<file path="config.mk">
export PLATFORM = sky130hd
export DESIGN_NAME = tts_trigger_sel
export DESIGN_NICKNAME = d
export VERILOG_FILES = /design/src/rtl/tts_pkg.sv /design/src/rtl/tts_filter_if.sv /design/src/rtl/tts_filter.sv /design/src/rtl/tts_trigger_sel.sv
export VERILOG_INCLUDE_DIRS = /design/src /design/src/rtl
export SDC_FILE = /design/constraint.sdc
export NUM_CORES = 1
export LEC_CHECK = 0
export ABC_AREA = 1
export ABC_CLOCK_PERIOD_IN_PS = 2100
export BUFFER_PORTS_ARGS = -buffer_cell sky130_fd_sc_hd__buf_2
export CORE_ASPECT_RATIO = 1.4
export CORE_MARGIN = 2
export CORE_UTILIZATION = 30
export DETAILED_ROUTE_END_ITERATION = 10
export PLACE_DENSITY_LB_ADDON = 0.12
export SLEW_MARGIN = 25
export SYNTH_ARGS = -nofsm -noshare
export SYNTH_HDL_FRONTEND = slang
export SYNTH_SLANG_ARGS = --single-unit
</file>
<file path="constraint.sdc">
create_clock -name clock_i -period 2.1 [get_ports clock_i]
set_input_delay 0.21 -clock clock_i [delete_from_list [all_inputs] [get_ports clock_i]]
set_output_delay 0.21 -clock clock_i [all_outputs]
set_load 0.01 [all_outputs]
</file>
<file path="src/rtl/tts_params.svh">
`ifndef TTS_PARAMS_SVH
`define TTS_PARAMS_SVH

// Filter setting codes.
`define TTS_FLT_16_8 4'hC
`define TTS_FLT_32_6 4'hE
`define TTS_FLT_32_8 4'hF

// Sampling dividers of the filter base clock.
`define TTS_DIV_1 6'h01
`define TTS_DIV_16 6'h10
`define TTS_DIV_32 6'h20

// Consecutive agreeing samples needed.
`define TTS_N_1 6'h01
`define TTS_N_6 6'h06
`define TTS_N_8 6'h08

// Reset values.
`define TTS_SRC_RST 3'h0
`define TTS_CNT_RST 6'h00

`endif

</file>
<file path="src/rtl/tts_pkg.sv">
package tts_pkg;
	typedef logic [2:0] tts_src_t;
	typedef logic [3:0] tts_flt_t;
	typedef logic [5:0] tts_cnt_t;
	typedef enum logic [2:0] {
		TTS_SRC_INTERNAL_TRIGGER_ZERO = 3'h0,
		TTS_SRC_TI1_ED = 3'h4,
		TTS_SRC_TI1_FP = 3'h5,
		TTS_SRC_TI2_FP = 3'h6,
		TTS_SRC_ETR = 3'h7
	} tts_src_e;
endpackage

</file>
<file path="src/rtl/tts_filter_if.sv">
interface tts_filter_if;
	import tts_pkg::*;
	tts_flt_t code;
	logic sample_in;
	logic filtered;
	modport filt (
		input code,
		input sample_in,
		output filtered
	);
	modport user (
		output code,
		output sample_in,
		input filtered
	);
endinterface

</file>
<file path="src/rtl/tts_filter.sv">
`include "tts_params.svh"

module tts_filter (
	// Clock and reset
	input wire logic clock_i,
	input wire logic reset_i,
	// Filter link
	tts_filter_if.filt link
);
	import tts_pkg::*;

	tts_cnt_t div_cnt;
	tts_cnt_t next_div_cnt;
	tts_cnt_t agree_cnt;
	tts_cnt_t next_agree_cnt;
	logic level;
	logic next_level;
	tts_cnt_t div_last;
	tts_cnt_t need;
	logic tick;

	// Selects sampling divider and sample count.
	always_comb begin
		case (link.code)
			`TTS_FLT_16_8: begin
				div_last = `TTS_DIV_16 - `TTS_DIV_1;
				need = `TTS_N_8;
			end
			`TTS_FLT_32_6: begin
				div_last = `TTS_DIV_32 - `TTS_DIV_1;
				need = `TTS_N_6;
			end
			`TTS_FLT_32_8: begin
				div_last = `TTS_DIV_32 - `TTS_DIV_1;
				need = `TTS_N_8;
			end
			default: begin
				div_last = `TTS_DIV_1 - `TTS_DIV_1;
				need = `TTS_N_1;
			end
		endcase
	end

	assign tick = (div_cnt >= div_last);

	// Output changes only after enough agreeing samples.
	always_comb begin
		next_div_cnt = tick ? `TTS_CNT_RST : div_cnt + `TTS_DIV_1;
		next_agree_cnt = agree_cnt;
		next_level = level;
		if (tick) begin
			if (link.sample_in != level) begin
				if (agree_cnt + `TTS_N_1 >= need) begin
					next_level = link.sample_in;
					next_agree_cnt = `TTS_CNT_RST;
				end else begin
					next_agree_cnt = agree_cnt + `TTS_N_1;
				end
			end else begin
				next_agree_cnt = `TTS_CNT_RST;
			end
		end
	end

	always_ff @(posedge clock_i or posedge reset_i) begin
		if (reset_i) begin
			div_cnt <= `TTS_CNT_RST;
			agree_cnt <= `TTS_CNT_RST;
			level <= 1'b0;
		end else begin
			div_cnt <= next_div_cnt;
			agree_cnt <= next_agree_cnt;
			level <= next_level;
		end
	end

	assign link.filtered = level;

	a_flt_div16_n8: assert property (@(posedge clock_i) disable iff (reset_i)
		(link.code == `TTS_FLT_16_8 && $past(link.code) == `TTS_FLT_16_8 && level != $past(level))
		|-> ($past(agree_cnt) == 6'h07 && $past(div_cnt) == 6'h0F))
		else $error("Filter 1100 changed without eight samples at div 16.");

	a_flt_div32_n6: assert property (@(posedge clock_i) disable iff (reset_i)
		(link.code == `TTS_FLT_32_6 && $past(link.code) == `TTS_FLT_32_6 && level != $past(level))
		|-> ($past(agree_cnt) == 6'h05 && $past(div_cnt) == 6'h1F))
		else $error("Filter 1110 changed without six samples at div 32.");

	a_flt_div32_n8: assert property (@(posedge clock_i) disable iff (reset_i)
		(link.code == `TTS_FLT_32_8 && $past(link.code) == `TTS_FLT_32_8 && level != $past(level))
		|-> ($past(agree_cnt) == 6'h07 && $past(div_cnt) == 6'h1F))
		else $error("Filter 1111 changed without eight samples at div 32.");

	a_flt_hold_level: assert property (@(posedge clock_i) disable iff (reset_i)
		(tick && link.sample_in == level) |=> ($stable(level) && agree_cnt == 6'h00))
		else $error("Filter output moved on an agreeing sample.");

endmodule // tts_filter

</file>
<file path="src/rtl/tts_trigger_sel.sv">
`include "tts_params.svh"

module tts_trigger_sel (
	// Clock and reset
	input wire logic clock_i,
	input wire logic reset_i,
	// Trigger sources
	input wire logic internal_trigger_zero_i,
	input wire logic input_one_edge_detect_i,
	input wire logic filtered_input_one_i,
	input wire logic filtered_input_two_i,
	input wire logic ext_trigger_i,
	// Configuration
	input wire tts_pkg::tts_src_t trigger_source_sel_i,
	input wire tts_pkg::tts_src_t slave_mode_sel_i,
	input wire logic master_slave_sync_i,
	input wire tts_pkg::tts_flt_t ext_filter_sel_i,
	// Trigger outputs
	output logic filtered_external_trigger_o,
	output logic trigger_in_o,
	output logic trigger_out_o,
	output logic trigger_event_o
);
	import tts_pkg::*;

	logic ext_meta;
	logic ext_sync;
	tts_src_t active_src;
	tts_src_t next_active_src;
	logic src_level;
	logic trig_level;
	logic rise;
	logic held_rise;
	logic next_trigger_out;
	logic next_trigger_event;
	logic next_ext_meta;
	logic next_ext_sync;
	logic next_trig_level;
	logic next_held_rise;
	logic next_trigger_in;

	tts_filter_if link ();

	// Next values of the two-stage pin synchroniser.
	always_comb begin
		next_ext_meta = ext_trigger_i;
		next_ext_sync = ext_meta;
	end

	// Brings the external pin into the clock domain.
	always_ff @(posedge clock_i or posedge reset_i) begin
		if (reset_i) begin
			ext_meta <= 1'b0;
			ext_sync <= 1'b0;
		end else begin
			ext_meta <= next_ext_meta;
			ext_sync <= next_ext_sync;
		end
	end

	assign link.code = ext_filter_sel_i;
	assign link.sample_in = ext_sync;

	tts_filter u_filter (
		.clock_i(clock_i),
		.reset_i(reset_i),
		.link(link)
	);

	assign filtered_external_trigger_o = link.filtered;

	// Source is latched only while slave mode is off.
	always_comb begin
		next_active_src = active_src;
		if (slave_mode_sel_i == `TTS_SRC_RST) begin
			next_active_src = trigger_source_sel_i;
		end
	end

	// Picks the synchronising trigger.
	always_comb begin
		case (active_src)
			TTS_SRC_INTERNAL_TRIGGER_ZERO: begin
				src_level = internal_trigger_zero_i;
			end
			TTS_SRC_TI1_ED: begin
				src_level = input_one_edge_detect_i;
			end
			TTS_SRC_TI1_FP: begin
				src_level = filtered_input_one_i;
			end
			TTS_SRC_TI2_FP: begin
				src_level = filtered_input_two_i;
			end
			TTS_SRC_ETR: begin
				src_level = link.filtered;
			end
			default: begin
				src_level = 1'b0;
			end
		endcase
	end

	assign rise = src_level & ~trig_level;

	// With master_slave_sync_i set, the own event waits one cycle so slaves act with it.
	always_comb begin
		next_trigger_out = rise;
		next_trigger_event = master_slave_sync_i ? held_rise : rise;
		next_trig_level = src_level;
		next_held_rise = rise;
		next_trigger_in = src_level;
	end

	always_ff @(posedge clock_i or posedge reset_i) begin
		if (reset_i) begin
			active_src <= `TTS_SRC_RST;
			trig_level <= 1'b0;
			held_rise <= 1'b0;
			trigger_in_o <= 1'b0;
			trigger_out_o <= 1'b0;
			trigger_event_o <= 1'b0;
		end else begin
			active_src <= next_active_src;
			trig_level <= next_trig_level;
			held_rise <= next_held_rise;
			trigger_in_o <= next_trigger_in;
			trigger_out_o <= next_trigger_out;
			trigger_event_o <= next_trigger_event;
		end
	end

	a_msm_delayed_event: assert property (@(posedge clock_i) disable iff (reset_i)
		(trigger_out_o && master_slave_sync_i) |=> trigger_event_o)
		else $error("Delayed trigger event missing one cycle after trigger out.");

	a_msm_no_early: assert property (@(posedge clock_i) disable iff (reset_i)
		(rise && master_slave_sync_i && !held_rise) |=> !trigger_event_o)
		else $error("Trigger event not delayed with sync bit set.");

	a_msm_off_direct: assert property (@(posedge clock_i) disable iff (reset_i)
		(rise && !master_slave_sync_i) |=> (trigger_event_o && trigger_out_o))
		else $error("Trigger event delayed with sync bit clear.");

	a_src_internal_trigger_zero_path: assert property (@(posedge clock_i) disable iff (reset_i)
		(active_src == TTS_SRC_INTERNAL_TRIGGER_ZERO) |=> (trigger_in_o == $past(internal_trigger_zero_i)))
		else $error("Internal trigger zero not routed.");

	a_src_etr_path: assert property (@(posedge clock_i) disable iff (reset_i)
		(active_src == TTS_SRC_ETR) |=> (trigger_in_o == $past(link.filtered)))
		else $error("Filtered external trigger not routed.");

	a_src_ti2_path: assert property (@(posedge clock_i) disable iff (reset_i)
		(active_src == TTS_SRC_TI2_FP) |=> (trigger_in_o == $past(filtered_input_two_i)))
		else $error("Filtered input two not routed.");

	// Source latch and routing checks.
	a_src_latch_open: assert property (@(posedge clock_i) disable iff (reset_i)
		(slave_mode_sel_i == 3'h0) |=> (active_src == $past(trigger_source_sel_i)))
		else $error("Source select not taken with slave mode off.");

	a_src_latch_frozen: assert property (@(posedge clock_i) disable iff (reset_i)
		(slave_mode_sel_i != 3'h0) |=> $stable(active_src))
		else $error("Source changed while slave mode on.");

	a_src_ed_path: assert property (@(posedge clock_i) disable iff (reset_i)
		(active_src == TTS_SRC_TI1_ED) |=> (trigger_in_o == $past(input_one_edge_detect_i)))
		else $error("Input one edge detect not routed.");

	a_src_ti1_path: assert property (@(posedge clock_i) disable iff (reset_i)
		(active_src == TTS_SRC_TI1_FP) |=> (trigger_in_o == $past(filtered_input_one_i)))
		else $error("Filtered input one not routed.");

	a_src_unused_low: assert property (@(posedge clock_i) disable iff (reset_i)
		(active_src == 3'h1 || active_src == 3'h2 || active_src == 3'h3) |=> !trigger_in_o)
		else $error("Unused source code did not give a low trigger.");

	a_ext_sync_path: assert property (@(posedge clock_i) disable iff (reset_i)
		(!$past(reset_i) && !$past(reset_i, 2)) |-> (ext_sync == $past(ext_trigger_i, 2)))
		else $error("External pin not passed through two flip-flops.");

	// Trigger pulse checks.
	a_out_on_rise: assert property (@(posedge clock_i) disable iff (reset_i)
		trigger_out_o == (trigger_in_o && !$past(trigger_in_o)))
		else $error("Trigger out not a rising edge of the selected source.");

	a_out_one_cycle: assert property (@(posedge clock_i) disable iff (reset_i)
		trigger_out_o |=> !trigger_out_o)
		else $error("Trigger out longer than one cycle.");

	a_msm_off_none: assert property (@(posedge clock_i) disable iff (reset_i)
		(!rise && !master_slave_sync_i) |=> !trigger_event_o)
		else $error("Late trigger event with sync bit clear.");

	a_msm_on_late: assert property (@(posedge clock_i) disable iff (reset_i)
		(rise && master_slave_sync_i) ##1 master_slave_sync_i |=> trigger_event_o)
		else $error("Delayed trigger event missing with sync bit set.");

endmodule // tts_trigger_sel

</file>
==> impl_metrics.env, run 1 <==
export IMPL_overflow=0
export IMPL_initial_core_util=0.311
export IMPL_p_total_mw=1.36
export IMPL_clkLatencyLatePin_ns=0.26
export IMPL_rows=27
export IMPL_ys_top_cells_by_area="dfrtp_1 43%, nand2_1 11%, ha_1 11%"
export IMPL_place_port_buffers=21
export IMPL_async_reset_ff_frac=1.00
export IMPL_status="finished clean"
export IMPL_gp_congestion=0.739
export IMPL_seq_area_um2=527
export IMPL_track_usage=0.113
export IMPL_crit_required_ns=2.26
export IMPL_cap_violations=0
export IMPL_cellPowerDensity_mw_per_mm2=949
export IMPL_clockRootBuffer="clkbuf_8"
export IMPL_grt_pass1_vias=1003
export IMPL_clock_sinks=21
export IMPL_yosys_warnings=0
export IMPL_n_fill_cell=415
export IMPL_fin_cells=220
export IMPL_postLayoutCoreUtil=0.366
export IMPL_syn_area_per_cell_um2=8.03
export IMPL_ys_ff_latch=21
export IMPL_num_vias=981
export IMPL_placedInstanceArea_mm2=0.00138
export IMPL_clockBufferDepth=2
export IMPL_post_cts_buffers=0
export IMPL_period_needed_ns=1.85
export IMPL_die_area_mm2=0.00460
export IMPL_drt_total_wl_um=2260
export IMPL_cts_tree="yes"
export IMPL_placed_cells=216
export IMPL_p_leak_nw=0.763
export IMPL_slew_violations=0
export IMPL_drt_pass1_iter_count=4
export IMPL_via_per_inst=4.46
export IMPL_core_area_mm2=0.00392
export IMPL_ys_seq_area_frac=0.431
export IMPL_num_io_pins=22
export IMPL_grt_pass1_wl_um=4120
export IMPL_detail_route_antenna_nets=0
export IMPL_vdd_drop_max_mv=0.411
export IMPL_antenna_cells=0
export IMPL_startpoint_type="flop"
export IMPL_drive_above_1_share=0.203
export IMPL_cts_made_buffers=3
export IMPL_design_area_mm2=0.00144
export IMPL_yosysUniqueCellTypes=24
export IMPL_drc=0
export IMPL_synthesis_area_mm2=0.00122
export IMPL_skew_ns=0.00580
export IMPL_wire_per_inst_um=10.3
export IMPL_area_growth_pct=17.6
export IMPL_grt_max_degree=22
export IMPL_fin_nets=207
export IMPL_antenna_found_initial=0
export IMPL_setup_viol=0
export IMPL_tightest_slew_ns=0.787
export IMPL_fin_crit_sh=0.883
export IMPL_yosysTopAreaCell="dfrtp_1"
export IMPL_hold_violations=0
export IMPL_arrival_ns=2.01
export IMPL_synth_edf_count=0
export IMPL_hp_class="input pin to flop"
export IMPL_max_freq_ghz=0.539
export IMPL_first_iter_violations=24
export IMPL_h_tree_depth=1
export IMPL_grt_setup_unrepaired="no"
export IMPL_fp_dieH_um=79.5
export IMPL_multi_input_area_um2=606
export IMPL_path_max_fanout=5
export IMPL_end_kind="flop"
export IMPL_syn_inst=152
export IMPL_die_w_um=57.9
export IMPL_dp_hpwl_um=1780
export IMPL_slew_headroom=0.475
export IMPL_path_class="flop to flop"
export IMPL_synth_top_cell_area_share=0.431
export IMPL_ys_flop_type="dfrtp_1"
export IMPL_path_clk_slew_ns=0.08
export IMPL_syn_num_nets=181
## layer usage
| metal | vias to the layer above | share of wire | track usage |
|---|---|---|---|
| met5 | - | 0 | 0 |
| met4 | 0 | 0.010 | 0.0419 |
| met3 | 2 | 0.028 | 0.0146 |
| met2 | 17 | 0.51 | 0.209 |
| met1 | 433 | 0.45 | 0.129 |
| li1 | 529 | - | - |
## sequential cells by signal (all words and copies together) (netlist names)
register,flops
u_filter.link.filtered,1
trigger_event_o,1
active_src,3
ext_sync,1
u_filter.div_cnt,6
ext_meta,1
trig_level,1
held_rise,1
u_filter.agree_cnt,6
## final timing paths
kind / start / to / slack (ns) / depth (start not counted)
worst min register to register: ext_meta$_DFF_PP0_ / ext_sync$_DFF_PP0_ / 0.37 / 0
worst min-delay path: ext_trigger_i / ext_meta$_DFF_PP0_ / 0.05 / 1
worst max register to register: u_filter.agree_cnt[0]$_DFFE_PP0N_ / u_filter.link.filtered$_DFFE_PP0P_ / 0.25 / 13
max in group asynchronous: reset_i / u_filter.agree_cnt[0]$_DFFE_PP0N_ / 1.47 / 2
min in group asynchronous: reset_i / active_src[0]$_DFFE_PP0N_ / 0.09 / 2
worst max-delay path: u_filter.agree_cnt[0]$_DFFE_PP0N_ / u_filter.link.filtered$_DFFE_PP0P_ / 0.25 / 13
## through the flow
| step | hold WS, ns | setup WS [ns] | setup TNS, ns |
|---|---|---|---|
| finish | 0.0522 | 0.246 | 0 |
| global route | 0.0443 | 0.0339 | 0 |
| CTS | 0.0444 | 0.146 | 0 |
| detailed placement | 0.320 | -0.122 | -0.573 |
| global placement | 0.318 | -0.0531 | -0.230 |
| floorplan | 0.187 | 0.300 | 0 |
## cells by family after synthesis
kind of cell | Yosys count | share of synthesized area
multiplexers | 1 | 0.00923
AND/OR/NAND/NOR | 76 | 0.271
adder cells (fa/ha/maj) | 11 | 0.113
flip-flops | 21 | 0.431
AO/OA/AOI/OAI | 14 | 0.0646
XOR/XNOR | 4 | 0.0287
buffers and inverters | 25 | 0.0831
## final cells by class
cell class	count	area share
repair buffers	22	0.0785
multi-input cells	106	0.422
clock buffers	3	0.0288
clock inverters	1	0.00349
well taps	43	0.0375
flip-flops and latches	21	0.367
inverters	24	0.0628
## synth_stat cells (all sizes together) (2+ instances only)
library cell / n
ha: 11
o21ai: 7
xnor2: 2
dfrtp: 21
xor2: 2
nand2: 38
a21oi: 5
inv: 24
nand3: 7
nand4: 4
nor2: 23
## report_power, final
| part | switching, mW | internal [mW] | total [mW] | leakage (nW) |
|---|---|---|---|---|
| clock network | 0.128 | 0.132 | 0.260 | 0.0255 |
| registers | 0.0718 | 0.486 | 0.558 | 0.270 |
| logic | 0.343 | 0.200 | 0.543 | 0.467 |
| total | 0.543 | 0.818 | 1.36 | 0.763 |
## worst max-delay path, cell delays in order, from the launching register on
cell	delay [ns]
dfrtp_2	0.44
ha_2	0.22
xor2_2	0.15
ha_1	0.29
nand2_1	0.07
nor2_1	0.05
nor2_1	0.07
nand2_1	0.07
nor2_2	0.12
nand2_1	0.08
nand2_1	0.06
nand2_1	0.05
nand2_1	0.05
inv_1	0.03
## repair_timing
action,in CTS,in global routing
hold buffers,0,0
setup endpoints to repair,0,6
gates resized for setup,0,5
## cells in the final DEF (no fill, tap or decap), types with 2 or more instances in the layout
cell type  netlist  routed
nand3_1          5       5
nand4_1          4       4
dfrtp_1         21      20
o21ai_1          4       5
buf_2            0      21
inv_1           24      24
xnor2_1          2       2
nand3_2          2       2
nor2_2           1       2
a21oi_1          5       5
nand2_1         37      37
clkbuf_8         0       3
nor2_1          22      21
ha_1            11      10
No activity file was read; power rests on OpenSTA's default activity.
==> inputs of run 2 (changes only) <==
--- a/config.mk
+++ b/config.mk
@@ -10,8 +10,8 @@
 export ABC_CLOCK_PERIOD_IN_PS = 2100
 export BUFFER_PORTS_ARGS = -buffer_cell sky130_fd_sc_hd__buf_2
 export CORE_ASPECT_RATIO = 1.4
-export CORE_MARGIN = 2
 export CORE_UTILIZATION = 30
+export CTS_BUF_LIST = sky130_fd_sc_hd__clkbuf_16
 export DETAILED_ROUTE_END_ITERATION = 10
 export PLACE_DENSITY_LB_ADDON = 0.12
 export SLEW_MARGIN = 25
==> run 2 against run 1 <==
  * Critical path depth unchanged
  * Fmax decreased by 3.7%
  * Power increased by 17%
  * Wire length increased by 2.8%
  * Die area decreased by 5.9%
  * Core utilization increased by 1.7 points
  * Combinational power increased by 18%
  * Count of clock-buffer cells in the layout unchanged
  * Register-to-register slack got worse by 0.07 ns
  * Sequential cell count unchanged
  * Sequential power about the same
  * First-iteration DRC count increased by 63%
==> impl_metrics.env, run 2 (synthesized netlist as in run 1, its figures left out) <==
export IMPL_startpoint_type="flop"
export IMPL_antenna_found_initial=0
export IMPL_grt_pass1_wl_um=4080
export IMPL_reg2reg_depth=13
export IMPL_dp_slack_ns=0.0523
export IMPL_dp_hpwl_um=1930
export IMPL_r2r_slack_ns=0.17
export IMPL_fin_ws_ns=0.174
export IMPL_max_freq_ghz=0.519
export IMPL_p_leak_nw=0.802
export IMPL_area_growth_pct=23.2
export IMPL_hold_buffers=0
export IMPL_cp_num_buf_inv=1
export IMPL_hold_ws_ns=0.0630
export IMPL_core_area_mm2=0.00392
export IMPL_clockRootBuffer="clkbuf_16"
export IMPL_first_iter_violations=39
export IMPL_die_area_mm2=0.00433
export IMPL_hold_depth=1
export IMPL_end_kind="flop"
export IMPL_overflow=0
export IMPL_crit_family="simple AND/OR/NAND/NOR gates"
export IMPL_period_needed_ns=1.93
export IMPL_fin_nets=209
export IMPL_wire_per_inst_um=10.4
export IMPL_fp_dieH_um=77.5
export IMPL_drt_total_wl_um=2320
export IMPL_reg2reg_from="u_filter.agree_cnt[0]$_DFFE_PP0N_"
export IMPL_track_usage=0.116
export IMPL_arrival_ns=2.07
export IMPL_path_clk_slew_ns=0.05
export IMPL_via_per_inst=4.64
export IMPL_p_switching_mw=0.572
export IMPL_min_delay_start="ext_trigger_i"
export IMPL_grt_max_degree=22
export IMPL_worst_path_most_repeated_cell="nand2_1"
export IMPL_n_fill_cell=409
export IMPL_cts_made_buffers=3
export IMPL_cap_violations=0
export IMPL_fin_tns_setup_ns=0
export IMPL_placedInstanceArea_mm2=0.00140
export IMPL_slew_violations=0
export IMPL_place_port_buffers=21
export IMPL_post_cts_buffers=0
export IMPL_path_cells="ha_2 -> xor2_2 -> ha_1 -> nand2_1 -> nor2_1 -> nor2_1 -> nand2_1 -> nor2_2 -> nand2_1 -> nand2_1 -> nand2_1 -> nand2_1 -> inv_1"
export IMPL_cellPowerDensity_mw_per_mm2=1060
export IMPL_drive_above_1_share=0.212
export IMPL_status="finished clean"
export IMPL_holdPathEnd="ext_meta$_DFF_PP0_"
export IMPL_grt_pass1_vias=1012
export IMPL_drt_pass1_iter_count=6
export IMPL_tightest_slew_ns=0.776
export IMPL_antenna_cells=0
export IMPL_path_max_fanout=5
export IMPL_reg_top3="u_filter.agree_cnt x6, u_filter.div_cnt x6, active_src x3"
export IMPL_seqPwrFrac=0.350
export IMPL_internal_power_mw=1.02
export IMPL_r2r_end="u_filter.link.filtered$_DFFE_PP0P_"
export IMPL_gp_congestion=0.799
export IMPL_skew_ns=0.00224
export IMPL_cp_slowest_cell="dfrtp_1"
export IMPL_seq_area_um2=527
export IMPL_fin_cells=222
export IMPL_hold_violations=0
export IMPL_cts_tree="yes"
export IMPL_initial_core_util=0.311
export IMPL_final_common_cell="nand2_1"
export IMPL_slowest_delay_ns=0.43
export IMPL_detail_route_antenna_nets=0
export IMPL_clockBufferDepth=2
export IMPL_pwr_share_comb=0.403
export IMPL_swShare=0.359
export IMPL_placed_cells=218
export IMPL_clock_sinks=21
export IMPL_die_w_um=55.9
export IMPL_crit_required_ns=2.25
export IMPL_p_clk_frac=0.246
export IMPL_slew_headroom=0.482
export IMPL_fin_crit_sh=0.917
export IMPL_rows=27
export IMPL_vdd_drop_max_mv=0.582
export IMPL_num_vias=1030
export IMPL_design_area_mm2=0.00150
export IMPL_path_class="flop to flop"
export IMPL_setup_viol=0
export IMPL_hp_class="input pin to flop"
export IMPL_clkLatencyLatePin_ns=0.25
export IMPL_drc=0
export IMPL_num_io_pins=22
export IMPL_multi_input_area_um2=613
export IMPL_h_tree_depth=1
export IMPL_layout_common_cells="37 x nand2_1, 25 x inv_1, 21 x nor2_1, 21 x buf_2, 20 x dfrtp_1"
export IMPL_grt_setup_unrepaired="no"
[run 2: worst reg2reg max path, cell delays in order, from the launching register on]
cell and delay [ns]:
dfrtp_1 0.43, ha_2 0.24, xor2_2 0.16, ha_1 0.30, nand2_1 0.08, nor2_1 0.05, nor2_1 0.07, nand2_1 0.07
nor2_2 0.13, nand2_1 0.09, nand2_1 0.07, nand2_1 0.04, nand2_1 0.06, inv_1 0.04
[run 2: worst max path at each step]
| stage | start | to | slack, ns | cells past startpoint |
|---|---|---|---|---|
| floorplan | u_filter.agree_cnt[0]$_DFFE_PP0N_ | u_filter.link.filtered$_DFFE_PP0P_ | 0.30 | 13 |
| global placement | u_filter.agree_cnt[0]$_DFFE_PP0N_ | u_filter.link.filtered$_DFFE_PP0P_ | 0.1 | 13 |
| detailed placement | u_filter.agree_cnt[0]$_DFFE_PP0N_ | u_filter.link.filtered$_DFFE_PP0P_ | 0.05 | 13 |
| CTS | u_filter.agree_cnt[0]$_DFFE_PP0N_ | u_filter.link.filtered$_DFFE_PP0P_ | 0.03 | 13 |
| global route | u_filter.agree_cnt[0]$_DFFE_PP0N_ | u_filter.link.filtered$_DFFE_PP0P_ | 0.007 | 13 |
| finish | u_filter.agree_cnt[0]$_DFFE_PP0N_ | u_filter.link.filtered$_DFFE_PP0P_ | 0.17 | 13 |
[run 2: timing repair]
| action | CTS | global route |
|---|---|---|
| resized for setup | 0 | 5 |
| endpoints found under the setup margin | 0 | 5 |
| hold endpoints to repair | 0 | 0 |
[run 2: final cells by class]
type	instances	area share
multi-input combinational	106	0.408
sequential	21	0.351
timing repair buffer	24	0.0933
inverter	24	0.0600
clock buffer	3	0.0500
tap	43	0.0358
clock inverter	1	0.00250
[run 2: power groups by stage]
stage / combinational, mW / clock (mW) / sequential, mW
3_3_place_gp: 0.624 / 0 / 0.563
5_1_grt: 0.744 / 0.415 / 0.573
6_report: 0.643 / 0.393 / 0.558
4_1_cts: 0.652 / 0.403 / 0.558
3_5_place_dp: 0.649 / 0 / 0.565
2_1_floorplan: 0.421 / 0 / 0.564
[run 2: routing by layer]
layer	GRT usage	up-vias	wire (um)
met5	0	-	0
li1	-	532	-
met3	0.0200	2	82
met4	0.0366	0	25
met1	0.133	476	985
met2	0.214	20	1230
[run 2: through the flow]
| stage | power [mW] | utilization |
|---|---|---|
| finish | 1.59 | 0.383 |
| global route | 1.73 | 0.383 |
| CTS | 1.61 | 0.378 |
| global placement | 1.19 | 0.358 |
| floorplan | 0.985 | - |
| detailed placement | 1.21 | 0.358 |
==> inputs of run 3 (changes only) <==
--- a/config.mk
+++ b/config.mk
@@ -9,6 +9,8 @@
 export ABC_AREA = 1
 export ABC_CLOCK_PERIOD_IN_PS = 2100
 export BUFFER_PORTS_ARGS = -buffer_cell sky130_fd_sc_hd__buf_2
+export CELL_PAD_IN_SITES_DETAIL_PLACEMENT = 0
+export CELL_PAD_IN_SITES_GLOBAL_PLACEMENT = 1
 export CORE_ASPECT_RATIO = 1.4
 export CORE_UTILIZATION = 30
 export CTS_BUF_LIST = sky130_fd_sc_hd__clkbuf_16
@@ -17,4 +19,5 @@
 export SLEW_MARGIN = 25
 export SYNTH_ARGS = -nofsm -noshare
 export SYNTH_HDL_FRONTEND = slang
+export SYNTH_HIERARCHICAL = 1
 export SYNTH_SLANG_ARGS = --single-unit
==> run 3 against run 2 <==
  * First-iteration DRC count down 33%
  * Setup slack gained 0.030 ns
  * Synthesized cell count rose by 14%
  * Critical path type unchanged
  * Highest routed layer unchanged
  * Largest cell class unchanged
  * Critical endpoint is now u_filter/link.filtered$_DFFE_PP0P_
  * Via count increased by 5.1%
  * Core utilization is essentially flat
==> impl_metrics.env, run 3 <==
export IMPL_status="finished clean"
export IMPL_synth_top_cell_area_share=0.392
export IMPL_startpoint="u_filter/agree_cnt[0]$_DFFE_PP0N_"
export IMPL_antenna_cells=0
export IMPL_path_cells="ha_2 -> xnor2_2 -> inv_1 -> ha_1 -> nand2_1 -> nor2_1 -> nor2_1 -> nand2_1 -> nor2_1 -> nand2_1 -> nand3_1 -> nand2_1"
export IMPL_place_port_buffers=21
export IMPL_syn_area_per_cell_um2=7.75
export IMPL_die_area_mm2=0.00474
export IMPL_arrival_ns=2.04
export IMPL_fin_crit_sh=0.903
export IMPL_core_area_mm2=0.00424
export IMPL_syn_inst=173
export IMPL_p_switching_mw=0.576
export IMPL_ys_seq_area_frac=0.392
export IMPL_fp_dieH_um=81.1
export IMPL_fin_nets=229
export IMPL_synthesis_area_mm2=0.00134
export IMPL_p_leak_nw=0.881
export IMPL_pwr_share_comb=0.388
export IMPL_wire_per_inst_um=9.71
export IMPL_slowest_delay_ns=0.43
export IMPL_p_total_mw=1.53
export IMPL_timing_critical_path_to="u_filter/link.filtered$_DFFE_PP0P_"
export IMPL_cellPowerDensity_mw_per_mm2=943
export IMPL_layout_common_cells="43 x nand2_1, 29 x inv_1, 21 x nor2_1, 21 x buf_2, 19 x dfrtp_1"
export IMPL_skew_ns=0.00200
export IMPL_fin_ws_ns=0.204
export IMPL_drc=0
export IMPL_internal_power_mw=0.958
export IMPL_path_clk_slew_ns=0.05
export IMPL_clock_sinks=21
export IMPL_grt_max_degree=14
export IMPL_num_vias=1083
export IMPL_hp_class="input pin to flop"
export IMPL_drt_total_wl_um=2520
export IMPL_p_clk_frac=0.254
export IMPL_reg2reg_from="u_filter/agree_cnt[0]$_DFFE_PP0N_"
export IMPL_ys_ff_latch=21
export IMPL_crit_required_ns=2.24
export IMPL_hold_violations=0
export IMPL_die_w_um=58.5
export IMPL_path_max_fanout=4
export IMPL_initial_core_util=0.316
export IMPL_slew_violations=0
export IMPL_h_tree_depth=1
export IMPL_via_per_inst=4.18
export IMPL_tightest_slew_ns=0.485
export IMPL_vdd_drop_max_mv=0.377
export IMPL_r2r_end="u_filter/link.filtered$_DFFE_PP0P_"
export IMPL_reg_top3="u_filter/agree_cnt x6, u_filter/div_cnt x6, active_src x3"
export IMPL_rows=28
export IMPL_hold_ws_ns=0.0657
export IMPL_syn_num_nets=202
export IMPL_cts_tree="yes"
export IMPL_ys_top_cells_by_area="dfrtp_1 39%, nand2_1 12%, ha_1 10%"
export IMPL_period_needed_ns=1.90
export IMPL_yosysUniqueCellTypes=25
export IMPL_yosys_warnings=6
export IMPL_antenna_found_initial=0
export IMPL_grt_pass1_wl_um=4700
export IMPL_drt_pass1_iter_count=4
export IMPL_track_usage=0.132
export IMPL_max_freq_ghz=0.527
export IMPL_path_class="flop to flop"
export IMPL_first_iter_violations=26
export IMPL_synth_edf_count=0
export IMPL_slew_headroom=0.676
export IMPL_gp_congestion=0.781
export IMPL_placedInstanceArea_mm2=0.00151
export IMPL_design_area_mm2=0.00163
export IMPL_num_io_pins=22
export IMPL_dp_slack_ns=0.0963
export IMPL_clkLatencyLatePin_ns=0.25
export IMPL_final_common_cell="nand2_1"
export IMPL_overflow=0
export IMPL_yosysTopAreaCell="dfrtp_1"
export IMPL_grt_pass1_vias=1108
export IMPL_drive_above_1_share=0.261
export IMPL_cts_made_buffers=3
export IMPL_r2r_slack_ns=0.20
export IMPL_swShare=0.375
export IMPL_detail_route_antenna_nets=0
export IMPL_clockBufferDepth=2
export IMPL_async_reset_ff_frac=1.00
export IMPL_worst_path_most_repeated_cell="nand2_1"
export IMPL_clockRootBuffer="clkbuf_16"
export IMPL_synthTopCellsByCount="43 x nand2_1, 29 x inv_1, 21 x dfrtp_1, 21 x nor2_1, 13 x nand3_1"
export IMPL_seqPwrFrac=0.358
export IMPL_cap_violations=0
export IMPL_reg2reg_depth=12
export IMPL_ys_flop_type="dfrtp_1"
export IMPL_area_growth_pct=21.4
export IMPL_setup_viol=0
export IMPL_synthMostInstantiatedCell="nand2_1"
export IMPL_dp_hpwl_um=2170
export IMPL_end_kind="flop"
export IMPL_postLayoutCoreUtil=0.384
export IMPL_cp_slowest_cell="dfrtp_2"
export IMPL_startpoint_type="flop"
[run 3: cell types whose count changed after synthesis, sizes merged, moves of 2 or more]
cell	previous run	this run
a21oi	5	9
inv	24	33
nand2	38	45
nand3	7	14
nand4	4	1
o21ai	7	4
or2	0	2
[run 3: layout make-up]
| class | instances | area, um^2 |
|---|---|---|
| clock buffer | 3 | 75.1 |
| fill | 455 | 2610 |
| sequential | 21 | 528 |
| multi-input combinational | 117 | 688 |
| clock inverter | 1 | 5.00 |
| tap | 60 | 75.1 |
| timing repair buffer | 23 | 123 |
| inverter | 34 | 133 |
[run 3: logic make-up after synthesis]
group,Yosys count,synth area share
flip-flops,21,0.392
AND/OR/NAND/NOR,89,0.292
AO/OA/AOI/OAI,13,0.0794
XOR/XNOR,4,0.0261
buffers and inverters,35,0.107
adder cells (fa/ha/maj),11,0.103
[run 3: timing repair]
item / CTS / global route
buffers inserted: 0 / 1
hold buffers: 1 / 0
hold endpoints to repair: 8 / 0
setup endpoints to repair: 0 / 5
gates resized for setup: 0 / 5
[run 3: layer usage]
layer	track usage	wire length, um	vias up
li1	-	-	581
met1	0.139	1040	478
met2	0.255	1360	20
met3	0.0143	59	4
met4	0.0643	48	0
met5	0	0	-
[run 3: how the worst min path moves through the flow]
stage                        from                         to  depth (start not counted)
global route        ext_trigger_i         ext_meta$_DFF_PP0_                          1
CTS                 ext_trigger_i         ext_meta$_DFF_PP0_                          1
floorplan                 reset_i  active_src[0]$_DFFE_PP0N_                          1
finish              ext_trigger_i         ext_meta$_DFF_PP0_                          1
detailed placement        reset_i  trigger_event_o$_DFF_PP0_                          2
global placement          reset_i  trigger_event_o$_DFF_PP0_                          2
[run 3: power by group through the flow]
stage	Sequential (mW)	Combinational, mW	Clock [mW]
2_1_floorplan	0.548	0.444	0
3_3_place_gp	0.552	0.583	0
3_5_place_dp	0.558	0.591	0
4_1_cts	0.551	0.595	0.407
5_1_grt	0.561	0.702	0.424
6_report	0.549	0.595	0.390
[run 3: worst max-delay path, delay by kind of cell (launching register included)]
family | cells | cell delay (ns)
xor gates and xnor gates | 1 | 0.18
adders and majority gates | 2 | 0.50
buffers and inverters | 1 | 0.07
DFF | 1 | 0.43
and+or+nand+nor | 8 | 0.61
[run 3: per-stage QoR]
| stage | TNS, ns | cells |
|---|---|---|
| 2_1_floorplan | 0 | 173 |
| 3_3_place_gp | 0 | 253 |
| 3_5_place_dp | 0 | 253 |
| 4_1_cts | 0 | 258 |
| 5_1_grt | -0.00396 | 259 |
| 6_report | 0 | 259 |
